$ cat src/rtl/cgx_map.vh
// Constants for the cog add, logic and link-and-jump execution unit.
`ifndef CGX_MAP_VH
`define CGX_MAP_VH
`define CGX_OP_ADD_CARRY    6'h32
`define CGX_OP_AND          6'h18
`define CGX_OP_AND_INVERTED 6'h19
`define CGX_OP_JUMP_LINK    6'h17
`define CGX_COND_ALWAYS     4'hf
`define CGX_F_OP_HI         31
`define CGX_F_OP_LO         26
`define CGX_F_ZERO_WR       25
`define CGX_F_CARRY_WR      24
`define CGX_F_WR            23
`define CGX_F_IMM           22
`define CGX_F_COND_HI       21
`define CGX_F_COND_LO       18
`define CGX_F_DST_HI        17
`define CGX_F_DST_LO        9
`define CGX_F_SRC_HI        8
`define CGX_F_SRC_LO        0
`define CGX_EXEC_CLOCKS     3'h4
`define CGX_RST_FLAGS       1'h0
`endif

$ cat src/rtl/cgx_alu.v
// Combinational 32-bit add-with-carry and logic core of the execution unit.
`timescale 1ns/1ps
`default_nettype none
`include "cgx_map.vh"
module cgx_alu #(
  parameter W = 32
) (
  input  wire [5:0]   op,
  input  wire [W-1:0] dst_val,
  input  wire [W-1:0] src_val,
  input  wire         c_in,
  input  wire         z_in,
  output reg  [W-1:0] result,
  output reg          z_out,
  output reg          c_out
);
  reg [W:0] sum;

  always @* begin
    sum    = {(W+1){1'b0}};
    result = {W{1'b0}};
    z_out  = z_in;
    c_out  = c_in;
    case (op)
      `CGX_OP_ADD_CARRY: begin
        sum    = {1'b0, dst_val} + {1'b0, src_val} + {{W{1'b0}}, c_in};
        result = sum[W-1:0];
        z_out  = z_in & (sum[W-1:0] == {W{1'b0}});
        c_out  = sum[W];
      end
      `CGX_OP_AND: begin
        result = dst_val & src_val;
        z_out  = (result == {W{1'b0}});
        c_out  = ^result;
      end
      `CGX_OP_AND_INVERTED: begin
        result = dst_val & ~src_val;
        z_out  = (result == {W{1'b0}});
        c_out  = ^result;
      end
      default: begin
        result = dst_val;
      end
    endcase
  end
endmodule
`default_nettype wire

$ cat src/rtl/cgx_exec_unit.v
// Execution unit for add-with-carry, and, and-inverted and link-and-jump.
// Function
// - Add-with-carry sums destination, source and carry flag unsigned into destination.
// - Second operand is a register or a zero-extended 9-bit literal per immediate bit.
// - Add-with-carry zero flag becomes 1 only if already 1 and sum zero.
// - Add-with-carry carry flag is the 32-bit unsigned overflow.
// - Result is written back unless the no-result-write effect is selected.
// - And gives destination and source; zero flag set when result is zero.
// - And and and-inverted carry flag is odd parity of the result.
// - And-inverted ands destination with inverted source; zero flag on zero result.
// - And-inverted decodes opcode 011001, condition 1111, finishes in 4 clocks.
// - Add-with-carry opcode 110010, and opcode 011000, both use immediate bit.
// - Link-and-jump writes return address into low 9 bits, upper bits kept.
// - Link-and-jump stores the return address and loads the target in the same cycle.
// - Link-and-jump carry flag is 1 unless incremented counter wraps to 0.
// - Link-and-jump decodes opcode 010111, condition 1111, executes in 4 clocks.
// - No return stack; a nested call overwrites the earlier return address.
// - Return is a plain jump using its source field as last written.
// - Link-and-jump shares jump-and-link opcode, only immediate bit forced to one.
`timescale 1ns/1ps
`default_nettype none
`include "cgx_map.vh"
module cgx_exec_unit #(
  parameter W  = 32,
  parameter AW = 9
) (
  input  wire          clk_sys,
  input  wire          rst,
  input  wire          ce,
  input  wire          instr_valid,
  input  wire [31:0]   instr,
  input  wire [AW-1:0] pc,
  input  wire [W-1:0]  dst_val,
  input  wire [W-1:0]  src_reg_val,
  output reg           busy_r,
  output reg           done_r,
  output reg           accepted_r,
  output reg           wr_en_r,
  output reg  [AW-1:0] wr_addr_r,
  output reg  [W-1:0]  wr_data_r,
  output reg           pc_load_r,
  output reg  [AW-1:0] pc_target_r,
  output reg           flag_z_r,
  output reg           flag_c_r
);
  localparam ST_IDLE = 3'b001;
  localparam ST_EXEC = 3'b010;
  localparam ST_DONE = 3'b100;
  // One issue cycle, two execute cycles and one done cycle make up the
  // four clocks of every instruction; the done cycle registers result and
  // flags so that every output comes straight from a flip-flop.

  reg  [2:0]    state_r;
  reg  [2:0]    state_nxt;
  reg  [2:0]    cnt_r;
  reg  [31:0]   ins_r;
  reg  [AW-1:0] pc_r;
  reg  [W-1:0]  dval_r;
  reg  [W-1:0]  sval_r;

  wire [5:0]    op_f  = ins_r[`CGX_F_OP_HI:`CGX_F_OP_LO];
  wire          zero_flag_write_effect  = ins_r[`CGX_F_ZERO_WR];
  wire          carry_flag_write_effect = ins_r[`CGX_F_CARRY_WR];
  wire          wr_f  = ins_r[`CGX_F_WR];
  wire [AW-1:0] dst_f = ins_r[`CGX_F_DST_HI:`CGX_F_DST_LO];
  wire [AW-1:0] src_f = ins_r[`CGX_F_SRC_HI:`CGX_F_SRC_LO];

  // True when the condition field says the instruction always runs.
  function cond_always;
    input [31:0] iw;
    begin
      cond_always = (iw[`CGX_F_COND_HI:`CGX_F_COND_LO] == `CGX_COND_ALWAYS);
    end
  endfunction

  // Returns 1 for add-with-carry and and, for and-inverted only under the always condition,
  // and for link-and-jump only under the always condition with the immediate bit set;
  // any other word is left to the rest of the core and never accepted.
  function supported;
    input [31:0] iw;
    begin
      case (iw[`CGX_F_OP_HI:`CGX_F_OP_LO])
        `CGX_OP_ADD_CARRY: begin
          supported = 1'b1;
        end
        `CGX_OP_AND: begin
          supported = 1'b1;
        end
        `CGX_OP_AND_INVERTED: begin
          supported = cond_always(iw);
        end
        `CGX_OP_JUMP_LINK: begin
          supported = iw[`CGX_F_IMM] && cond_always(iw);
        end
        default: begin
          supported = 1'b0;
        end
      endcase
    end
  endfunction

  // Zero-extends a nine-bit literal to the data width.
  function [W-1:0] zext;
    input [AW-1:0] v;
    begin
      zext = {{(W-AW){1'b0}}, v};
    end
  endfunction

  wire          jl_op    = (op_f == `CGX_OP_JUMP_LINK);
  wire          issue    = (state_r == ST_IDLE) && instr_valid &&
                           supported(instr);
  wire          finish   = (state_r == ST_DONE);
  wire [W-1:0]  alu_res;
  wire          alu_z;
  wire          alu_c;
  wire [AW-1:0] ret_addr = pc_r + {{(AW-1){1'b0}}, 1'b1};
  wire [W-1:0]  src_pick = instr[`CGX_F_IMM] ?
                           zext(instr[`CGX_F_SRC_HI:`CGX_F_SRC_LO]) :
                           src_reg_val;

  reg  [W-1:0]  result_nxt;
  reg           flag_z_nxt;
  reg           flag_c_nxt;

  // Splices the return address into the low field of the link word.
  function [W-1:0] link_word;
    input [W-1:0]  word;
    input [AW-1:0] addr;
    begin
      link_word = {word[W-1:AW], addr};
    end
  endfunction

  cgx_alu #(
    .W (W)
  ) u_alu (
    .op      (op_f),
    .dst_val (dval_r),
    .src_val (sval_r),
    .c_in    (flag_c_r),
    .z_in    (flag_z_r),
    .result  (alu_res),
    .z_out   (alu_z),
    .c_out   (alu_c)
  );

  // Result and flags that the done cycle registers.
  always @* begin
    result_nxt = alu_res;
    flag_z_nxt = flag_z_r;
    flag_c_nxt = flag_c_r;
    if (jl_op) begin
      // Only the low nine bits change, so the return word keeps its
      // opcode and simply becomes a jump back to the caller.
      result_nxt = link_word(dval_r, ret_addr);
      if (zero_flag_write_effect) begin
        flag_z_nxt = (result_nxt == {W{1'b0}});
      end
      if (carry_flag_write_effect) begin
        flag_c_nxt = (ret_addr != {AW{1'b0}});
      end
    end else begin
      if (zero_flag_write_effect) begin
        flag_z_nxt = alu_z;
      end
      if (carry_flag_write_effect) begin
        flag_c_nxt = alu_c;
      end
    end
  end

  always @* begin
    state_nxt = state_r;
    case (state_r)
      ST_IDLE: begin
        if (issue) begin
          state_nxt = ST_EXEC;
        end
      end
      ST_EXEC: begin
        if (cnt_r == `CGX_EXEC_CLOCKS - 3'h3) begin
          state_nxt = ST_DONE;
        end
      end
      ST_DONE: begin
        state_nxt = ST_IDLE;
      end
      default: begin
        state_nxt = ST_IDLE;
      end
    endcase
  end

  always @(posedge clk_sys) begin
    if (rst) begin
      state_r <= ST_IDLE;
    end else if (ce) begin
      state_r <= state_nxt;
    end
  end

  // The counter only runs while executing, so it never needs a wrap guard.
  always @(posedge clk_sys) begin
    if (rst) begin
      cnt_r <= 3'h0;
    end else if (ce) begin
      if (issue) begin
        cnt_r <= 3'h0;
      end else if (state_r == ST_EXEC) begin
        cnt_r <= cnt_r + 3'h1;
      end
    end
  end

  // Operands are latched at issue so later register writes cannot
  // disturb an instruction already in flight.
  always @(posedge clk_sys) begin
    if (rst) begin
      ins_r <= 32'h0;
    end else if (ce && issue) begin
      ins_r <= instr;
    end
  end

  always @(posedge clk_sys) begin
    if (rst) begin
      pc_r <= {AW{1'b0}};
    end else if (ce && issue) begin
      pc_r <= pc;
    end
  end

  always @(posedge clk_sys) begin
    if (rst) begin
      dval_r <= {W{1'b0}};
    end else if (ce && issue) begin
      dval_r <= dst_val;
    end
  end

  always @(posedge clk_sys) begin
    if (rst) begin
      sval_r <= {W{1'b0}};
    end else if (ce && issue) begin
      sval_r <= src_pick;
    end
  end

  // Busy drops with the done pulse, so a new word may be offered in the
  // very next cycle.
  always @(posedge clk_sys) begin
    if (rst) begin
      busy_r <= 1'b0;
    end else if (ce) begin
      if (issue) begin
        busy_r <= 1'b1;
      end else if (state_r != ST_EXEC) begin
        busy_r <= 1'b0;
      end
    end
  end

  // Each pulse output stands for exactly one cycle; the sequencer must
  // sample it on the edge that follows.
  always @(posedge clk_sys) begin
    if (rst) begin
      accepted_r <= 1'b0;
    end else if (ce) begin
      accepted_r <= issue;
    end
  end

  always @(posedge clk_sys) begin
    if (rst) begin
      done_r <= 1'b0;
    end else if (ce) begin
      done_r <= finish;
    end
  end

  always @(posedge clk_sys) begin
    if (rst) begin
      wr_en_r <= 1'b0;
    end else if (ce) begin
      wr_en_r <= finish && wr_f;
    end
  end

  always @(posedge clk_sys) begin
    if (rst) begin
      pc_load_r <= 1'b0;
    end else if (ce) begin
      pc_load_r <= finish && jl_op;
    end
  end

  // Result and address hold until the next instruction finishes, the target until the next link-and-jump finishes.
  always @(posedge clk_sys) begin
    if (rst) begin
      wr_addr_r <= {AW{1'b0}};
    end else if (ce && finish) begin
      wr_addr_r <= dst_f;
    end
  end

  always @(posedge clk_sys) begin
    if (rst) begin
      wr_data_r <= {W{1'b0}};
    end else if (ce && finish) begin
      wr_data_r <= result_nxt;
    end
  end

  always @(posedge clk_sys) begin
    if (rst) begin
      pc_target_r <= {AW{1'b0}};
    end else if (ce && finish && jl_op) begin
      pc_target_r <= src_f;
    end
  end

  // Flags change only with their write effect, even with no write-back.
  always @(posedge clk_sys) begin
    if (rst) begin
      flag_z_r <= `CGX_RST_FLAGS;
    end else if (ce && finish) begin
      flag_z_r <= flag_z_nxt;
    end
  end

  always @(posedge clk_sys) begin
    if (rst) begin
      flag_c_r <= `CGX_RST_FLAGS;
    end else if (ce && finish) begin
      flag_c_r <= flag_c_nxt;
    end
  end
endmodule
`default_nettype wire

$ cat config.mk
export PLATFORM = sky130hd
export DESIGN_NAME = cgx_exec_unit
export DESIGN_NICKNAME = d
export VERILOG_FILES = /design/src/rtl/cgx_alu.v /design/src/rtl/cgx_exec_unit.v
export VERILOG_INCLUDE_DIRS = /design/src /design/src/rtl
export SDC_FILE = /design/constraint.sdc
export NUM_CORES = 1
export LEC_CHECK = 0
export ABC_AREA = 1
export BUFFER_PORTS_ARGS = -buffer_cell sky130_fd_sc_hd__buf_2
export CAP_MARGIN = 20
export CORE_UTILIZATION = 58
export CTS_CLUSTER_DIAMETER = 60
export CTS_CLUSTER_SIZE = 25
export DETAILED_ROUTE_END_ITERATION = 7
export PLACE_DENSITY = 0.81
export SLEW_MARGIN = 20
export SYNTH_ARGS = -nofsm -noshare
export SYNTH_HDL_FRONTEND = slang
export SYNTH_SLANG_ARGS = --single-unit
$ cat constraint.sdc
create_clock -name clk_sys -period 2.5 [get_ports clk_sys]
set_input_delay 0 -clock clk_sys [delete_from_list [all_inputs] [get_ports clk_sys]]
set_output_delay 0 -clock clk_sys [all_outputs]
set_load 0.02 [all_outputs]
* Yosys cells after proc, flatten, opt, wreduce, memory -nomap -nowiden
Cells that the tools add are included.
** Word-level totals
- Memories kept :: 0
- Memory bits (read-only) :: 0
- Output and inout bits :: 57
- Register bits after elaboration :: 168
- RAM bits :: 0
- Latch bits :: 0
- Input port bits :: 109
** Operators by class
- Order comparisons :: 0
- Shift-type cells :: 0
- Reductions and logical operators :: 24
- Multiply operators :: 0
- Equal/unequal tests :: 16
- Muxes and demuxes :: 19
- Bitwise gates (word level) :: 4
- Add/sub/neg operators :: 4
- Divide/modulo/power cells :: 0
** Operators with widths (number)
- logical NOT 32 bit :: 4
- one-hot mux 32 bit (3 select lines) :: 1
- AND 32 bit :: 2
- two-way mux 32 bit :: 2
- XOR reduction 32 bit :: 2
- equality test 6 x 5 -> 1 bit, second input constant :: 6
- adder 32 x 32 -> 33 bit :: 1
- adder 33 x 1 -> 33 bit :: 1
- inverter 32 bit :: 1
- equality test 6 bit, second input constant :: 2
- two-way mux 3 bit :: 4
- adder 9 x 1 -> 9 bit, second input constant :: 1
- one-hot mux 1 bit (3 select lines) :: 3
- AND reduction 3 bit :: 3
- nonzero test 9 bit :: 1
- logical AND 1 bit :: 8
- two-way mux 1 bit :: 8
- equality test 3 x 1 -> 1 bit, second input constant :: 2
- one-hot mux 3 bit (2 select lines) :: 1
- equality test 4 bit, second input constant :: 1
- inequality test 2 bit, second input constant :: 2
- AND reduction 2 bit :: 2
- nonzero test 2 bit :: 2
- nonzero test 4 bit :: 1
- other kinds (6) :: 6

* Longest topological paths before layout
- Depth after elaboration :: 7
- Mapped depth :: 21
- Depth with buffers taken out :: 21

* By module
From an unflattened synthesis, not the netlist that was laid out.
** Unflattened totals
- Cell total of the unflattened synthesis :: 1695
- Area, all modules :: 11305.8 µm²
** Modules (own cells, without submodules)
- cgx_exec_unit :: seq. area each 3263.1 µm², area an instance 6497.5 µm², cells each 842, times used 1
- cgx_alu :: seq. area each 0.0 µm², area an instance 4808.4 µm², cells each 853, times used 1

* Worst setup path after synthesis
Ideal clock, no wire load.
- Path kind :: register -> register
- From :: register flag_c_r
- To :: register flag_z_r
- Cell stages (with the launch flop) :: 18
- Setup slack :: 0.143 ns
- Arrival :: 2.288 ns
- Buffers on the path :: 0
- Period minus slack after synthesis :: 2.357 ns
- Path through :: dfxtp_1 -> fa_1 -> inv_1 -> fa_1 -> inv_1 -> nand2_1 -> nand3_1 -> nand2_1 -> nand2_1 -> xor2_1 -> nand2_1 -> nor2_1 -> nand3_1 -> nor2_1 -> nand3_1 -> nand2_1 -> nand2_1 -> a21oi_1
** On the way
- Word-level cells in the longest chain between the ends :: 6
** Ends and longest elaborated chain
- start, declared :: line cgx_exec_unit.v:44 : output reg flag_c_r
- start signal, assigned :: line cgx_exec_unit.v:334 : flag_c_r <= `CGX_RST_FLAGS;
- start signal, assigned :: line cgx_exec_unit.v:336 : flag_c_r <= flag_c_nxt;
- adder 33 x 1 -> 33 bit :: line cgx_alu.v:26 : sum = {1'b0, dst_val} + {1'b0, src_val} + {{W{1'b0}}, c_in};
- logical NOT 32 bit :: line cgx_alu.v:28 : z_out = z_in & (sum[W-1:0] == {W{1'b0}});
- AND 1 bit :: line cgx_alu.v:28
- one-hot mux 1 bit (3 select lines) :: line cgx_alu.v:24 : case (op)
- two-way mux 1 bit :: line cgx_exec_unit.v:164 : if (zero_flag_write_effect) begin
- two-way mux 1 bit :: line cgx_exec_unit.v:153 : if (jl_op) begin
- end signal, assigned :: line cgx_exec_unit.v:326 : flag_z_r <= `CGX_RST_FLAGS;
- end signal, assigned :: line cgx_exec_unit.v:328 : flag_z_r <= flag_z_nxt;
- end, declared :: line cgx_exec_unit.v:43 : output reg flag_z_r,
No other way between the ends. The select of a mux whose other input is x is not followed.
A chain may end at the register's enable or synchronous reset.

* Worst setup path in the final report
- From :: register dval_r[10]
- To :: register flag_c_r
** On the way
- Word-level cells in the longest chain between the ends :: 5
- Elaborated cells on any way between the ends :: 9
- Those cells by class :: 2 x add/sub; 3 x mux; 2 x bitwise; 2 x reduce/logical
** Ends and longest elaborated chain
- start, declared :: line cgx_exec_unit.v:58 : reg [W-1:0] dval_r;
- start signal, assigned :: line cgx_exec_unit.v:236 : dval_r <= {W{1'b0}};
- start signal, assigned :: line cgx_exec_unit.v:238 : dval_r <= dst_val;
- adder 32 x 32 -> 33 bit, or another cell as far along :: line cgx_alu.v:26
- adder 33 x 1 -> 33 bit, or another cell as far along :: line cgx_alu.v:26
- one-hot mux 1 bit (3 select lines) (*) :: line cgx_alu.v:24
- two-way mux 1 bit (*) :: line cgx_exec_unit.v:167 : if (carry_flag_write_effect) begin
- two-way mux 1 bit (*) :: line cgx_exec_unit.v:153
Every way passes the cells marked *; elsewhere a longest branch is shown, timed or not. The select of a mux whose other input is x is not followed.

==> impl_metrics.csv <==
group,metric,value,unit
outcome,status,"finished clean",
power_and_ir_drop,peakVddDrop,0.000523,V
synth,syn_inst,1595,
die,io_pins,166,
clock_tree,cts_buffer_depth,2,
place,port_buffers,165,
place,place_hpwl,27800,µm
synth,syn_nets,1805,
synth,synth-edff-count,0,
detailed_routing,ant_nets,0,
timing,maxSlewHeadroom,40.9,%
timing,fmax,0.405,GHz
timing,worst_slack,28.7,ps
worst_setup_path,arrival,2770,ps
worst_setup_path,crit_required,2800,ps
die,fp.coreArea,0.0187,mm²
synth,yosysSeqAreaShare,29.4,%
grt,first_global_vias,12245,
worst_setup_path,cp_max_fo,3,
grt,antenna_found_initial,0,
finish,nFillCells,1297,
clock_tree,cts_max_level,4,
synth,synthFlopType,"dfxtp_1",
detailed_routing,drc,0,
clock_tree,cts_buffers,17,
place,gp_congestion,1.03,
worst_hold_path,worstHoldPathType,"in -> reg",
synth,synth_area,0.0111,mm²
clock_tree,clk_pin_slew,80,ps
die,row_count,50,
finish,fin_util,78.8,%
clock_tree,cts.sinks,163,
clock_tree,cts_tree,"done",
synth,synth-seq-cells,163,
timing,post-route-period-util,98.9,%
timing,finalMaxSlewViolations,0,
timing,skew,22.9,ps
die,initial_core_util,59.3,%
place,dp_slack,-247,ps
synth,async_flop_share,0,%
clock_tree,clk_latency,450,ps
finish,drive_gt1_share,24.8,%
timing,hold_viol_final,0,
timing,worstMarginPinSlew,887,ps
grt,grt_remaining_overflow,0,
worst_setup_path,worstSetupPathType,"reg -> reg",
finish,syn_to_final_growth,33.0,%
worst_setup_path,critPathLaunchType,"register",
die,die_h,140,µm
die,die_x,140,µm
grt,grt_pass1_wl,62700,µm
synth,syn_avg_cell_area,6.95,µm²
clock_tree,clockRootBuffer,"clkbuf_16",
timing,fin_crit,2470,ps
detailed_routing,wire_per_inst,19.2,µm
die,dieArea,0.0197,mm²
worst_setup_path,endpoint_kind,"register",
finish,nets,2117,
detailed_routing,dr.pass1.iters,6,
finish,diodes,0,
detailed_routing,via_per_inst,5.77,
timing,rsz0062_at_grt,"true",
flow_run,max-cap-violations,0,
timing,setup_viol,0,
synth,yosysWarnings,0,
power_and_ir_drop,pwr_density_cell,415,mW/mm²
detailed_routing,initialDrtViolationCount,1245,
detailed_routing,vias,12438,
grt,track_usage,41.1,%
synth,yosysUniqueCellTypes,50,
detailed_routing,wl,41400,µm
grt,grt_max_degree,72,
power_and_ir_drop,p_leak,6.94,nW
layout make-up:
type	instances	area, µm²	area share [%]
well taps	234	293	1.99
multi-input cells	1080	6970	47.3
flip-flops and latches	163	3280	22.3
clock inverters	14	178	1.20
clock buffers	18	439	2.98
inverters	297	1120	7.62
repair buffers	348	2460	16.7
cell usage in the layout (no fill, tap or decap), drive strengths merged, types with 8 or more instances in the layout:
cell type and count:
dlygate4sd3 99, xor2 16, o22ai 44, xnor2 26
nor2 192, nor3 8, nand2 315, dfxtp 163
o221ai 8, o2111ai 8, ha 99, nand3 54
buf 249, nor4 11, nand4 24, a21oi 107
o21ai 76, o31ai 15, a211oi 48, clkbuf 18
inv 305
power by group:
group	switching [mW]	internal [mW]
logic	0.350	0.320
clock network	1.40	1.40
registers	0.0287	2.63
layer usage:
| metal | share of wire [%] | up-vias | track usage (%) |
|---|---|---|---|
| li1 | - | 5805 | - |
| met1 | 38 | 5740 | 48.0 |
| met2 | 48 | 730 | 71.3 |
| met3 | 8.4 | 163 | 6.84 |
| met4 | 5.5 | 0 | 23.1 |
| met5 | 0 | - | 0 |
path summary, 6_finish.rpt:
path,startpoint,end,slack [ps],cells after the start
max reg2reg,dval_r[10]$_SDFFE_PP0P_,flag_c_r$_SDFFE_PP0P_,30,13
min reg2reg,wr_data_r[16]$_SDFFE_PP0P_,wr_data_r[16]$_SDFFE_PP0P_,460,2
max,dval_r[10]$_SDFFE_PP0P_,flag_c_r$_SDFFE_PP0P_,30,13
min,src_reg_val[8],sval_r[8]$_SDFFE_PP0P_,40,5
kinds of logic after synthesis:
| kind of cell | Yosys count | share of synthesized area, % |
|---|---|---|
| simple gates | 615 | 23.5 |
| buf+inv | 352 | 12.6 |
| compound gates | 322 | 19.6 |
| flops | 163 | 29.4 |
| fa+ha+maj | 101 | 11.5 |
| xor+xnor | 42 | 3.32 |
state kept, by name, summed over array words and instances, names as in the netlist, 9 cells and up:
signal / cells
pc_r: 9
ins_r: 27
pc_target_r: 9
wr_addr_r: 9
dval_r: 32
sval_r: 32
wr_data_r: 32
cells in the mapped netlist, drive strengths merged, types with 3 or more instances:
master	count	share of area (%)
dfxtp	163	29
clkbuf	28	0.95
o221ai	8	0.63
a211oi	48	5.2
nand3b	7	0.47
o2111ai	8	0.63
o31ai	15	1.0
o22ai	44	2.5
nor2	192	6.7
or2	3	0.17
xor2	16	1.3
ha	99	11
a21oi	107	4.8
nand3	54	2.5
nor4	11	1.0
inv	295	10
nand2	315	11
nand4	24	1.4
buf	27	1.6
xnor2	26	2.1
nor3	8	0.41
a221oi	5	0.55
o21ai	76	3.4
critical path, cell delays in order, from the launching register on:
cell     delay, ps
dfxtp_1        400
buf_4          160
ha_1           190
inv_1           90
ha_1           290
xnor2_1        260
xnor2_1        170
xnor2_1        240
xnor2_1        150
o21ai_1         80
nor2_1         110
nand2_1         60
nand2_1         70
a21oi_2         50
metrics by stage:
step	hold WS (ps)	power [mW]	area [µm²]	TNS (ps)	std cells
after global routing	70.3	6.25	14700	-222	2154
after detailed placement	229	3.20	12600	-482	2020
final	44.8	6.12	14700	0	2154
after global placement	222	3.19	12600	-395	2020
after floorplan	135	2.98	11100	0	1595
after CTS	26.4	6.03	14200	0	2152
repair_timing:
| item | 4_1_cts | 5_1_grt |
|---|---|---|
| gates resized for setup | 16 | 126 |
| pin swaps | 4 | 21 |
| hold buffers | 99 | 0 |
| endpoints found under the hold margin | 104 | 0 |
| setup endpoints to repair | 3 | 17 |
| buffers inserted | 1 | 2 |
Power figures use the tool's default switching activity.
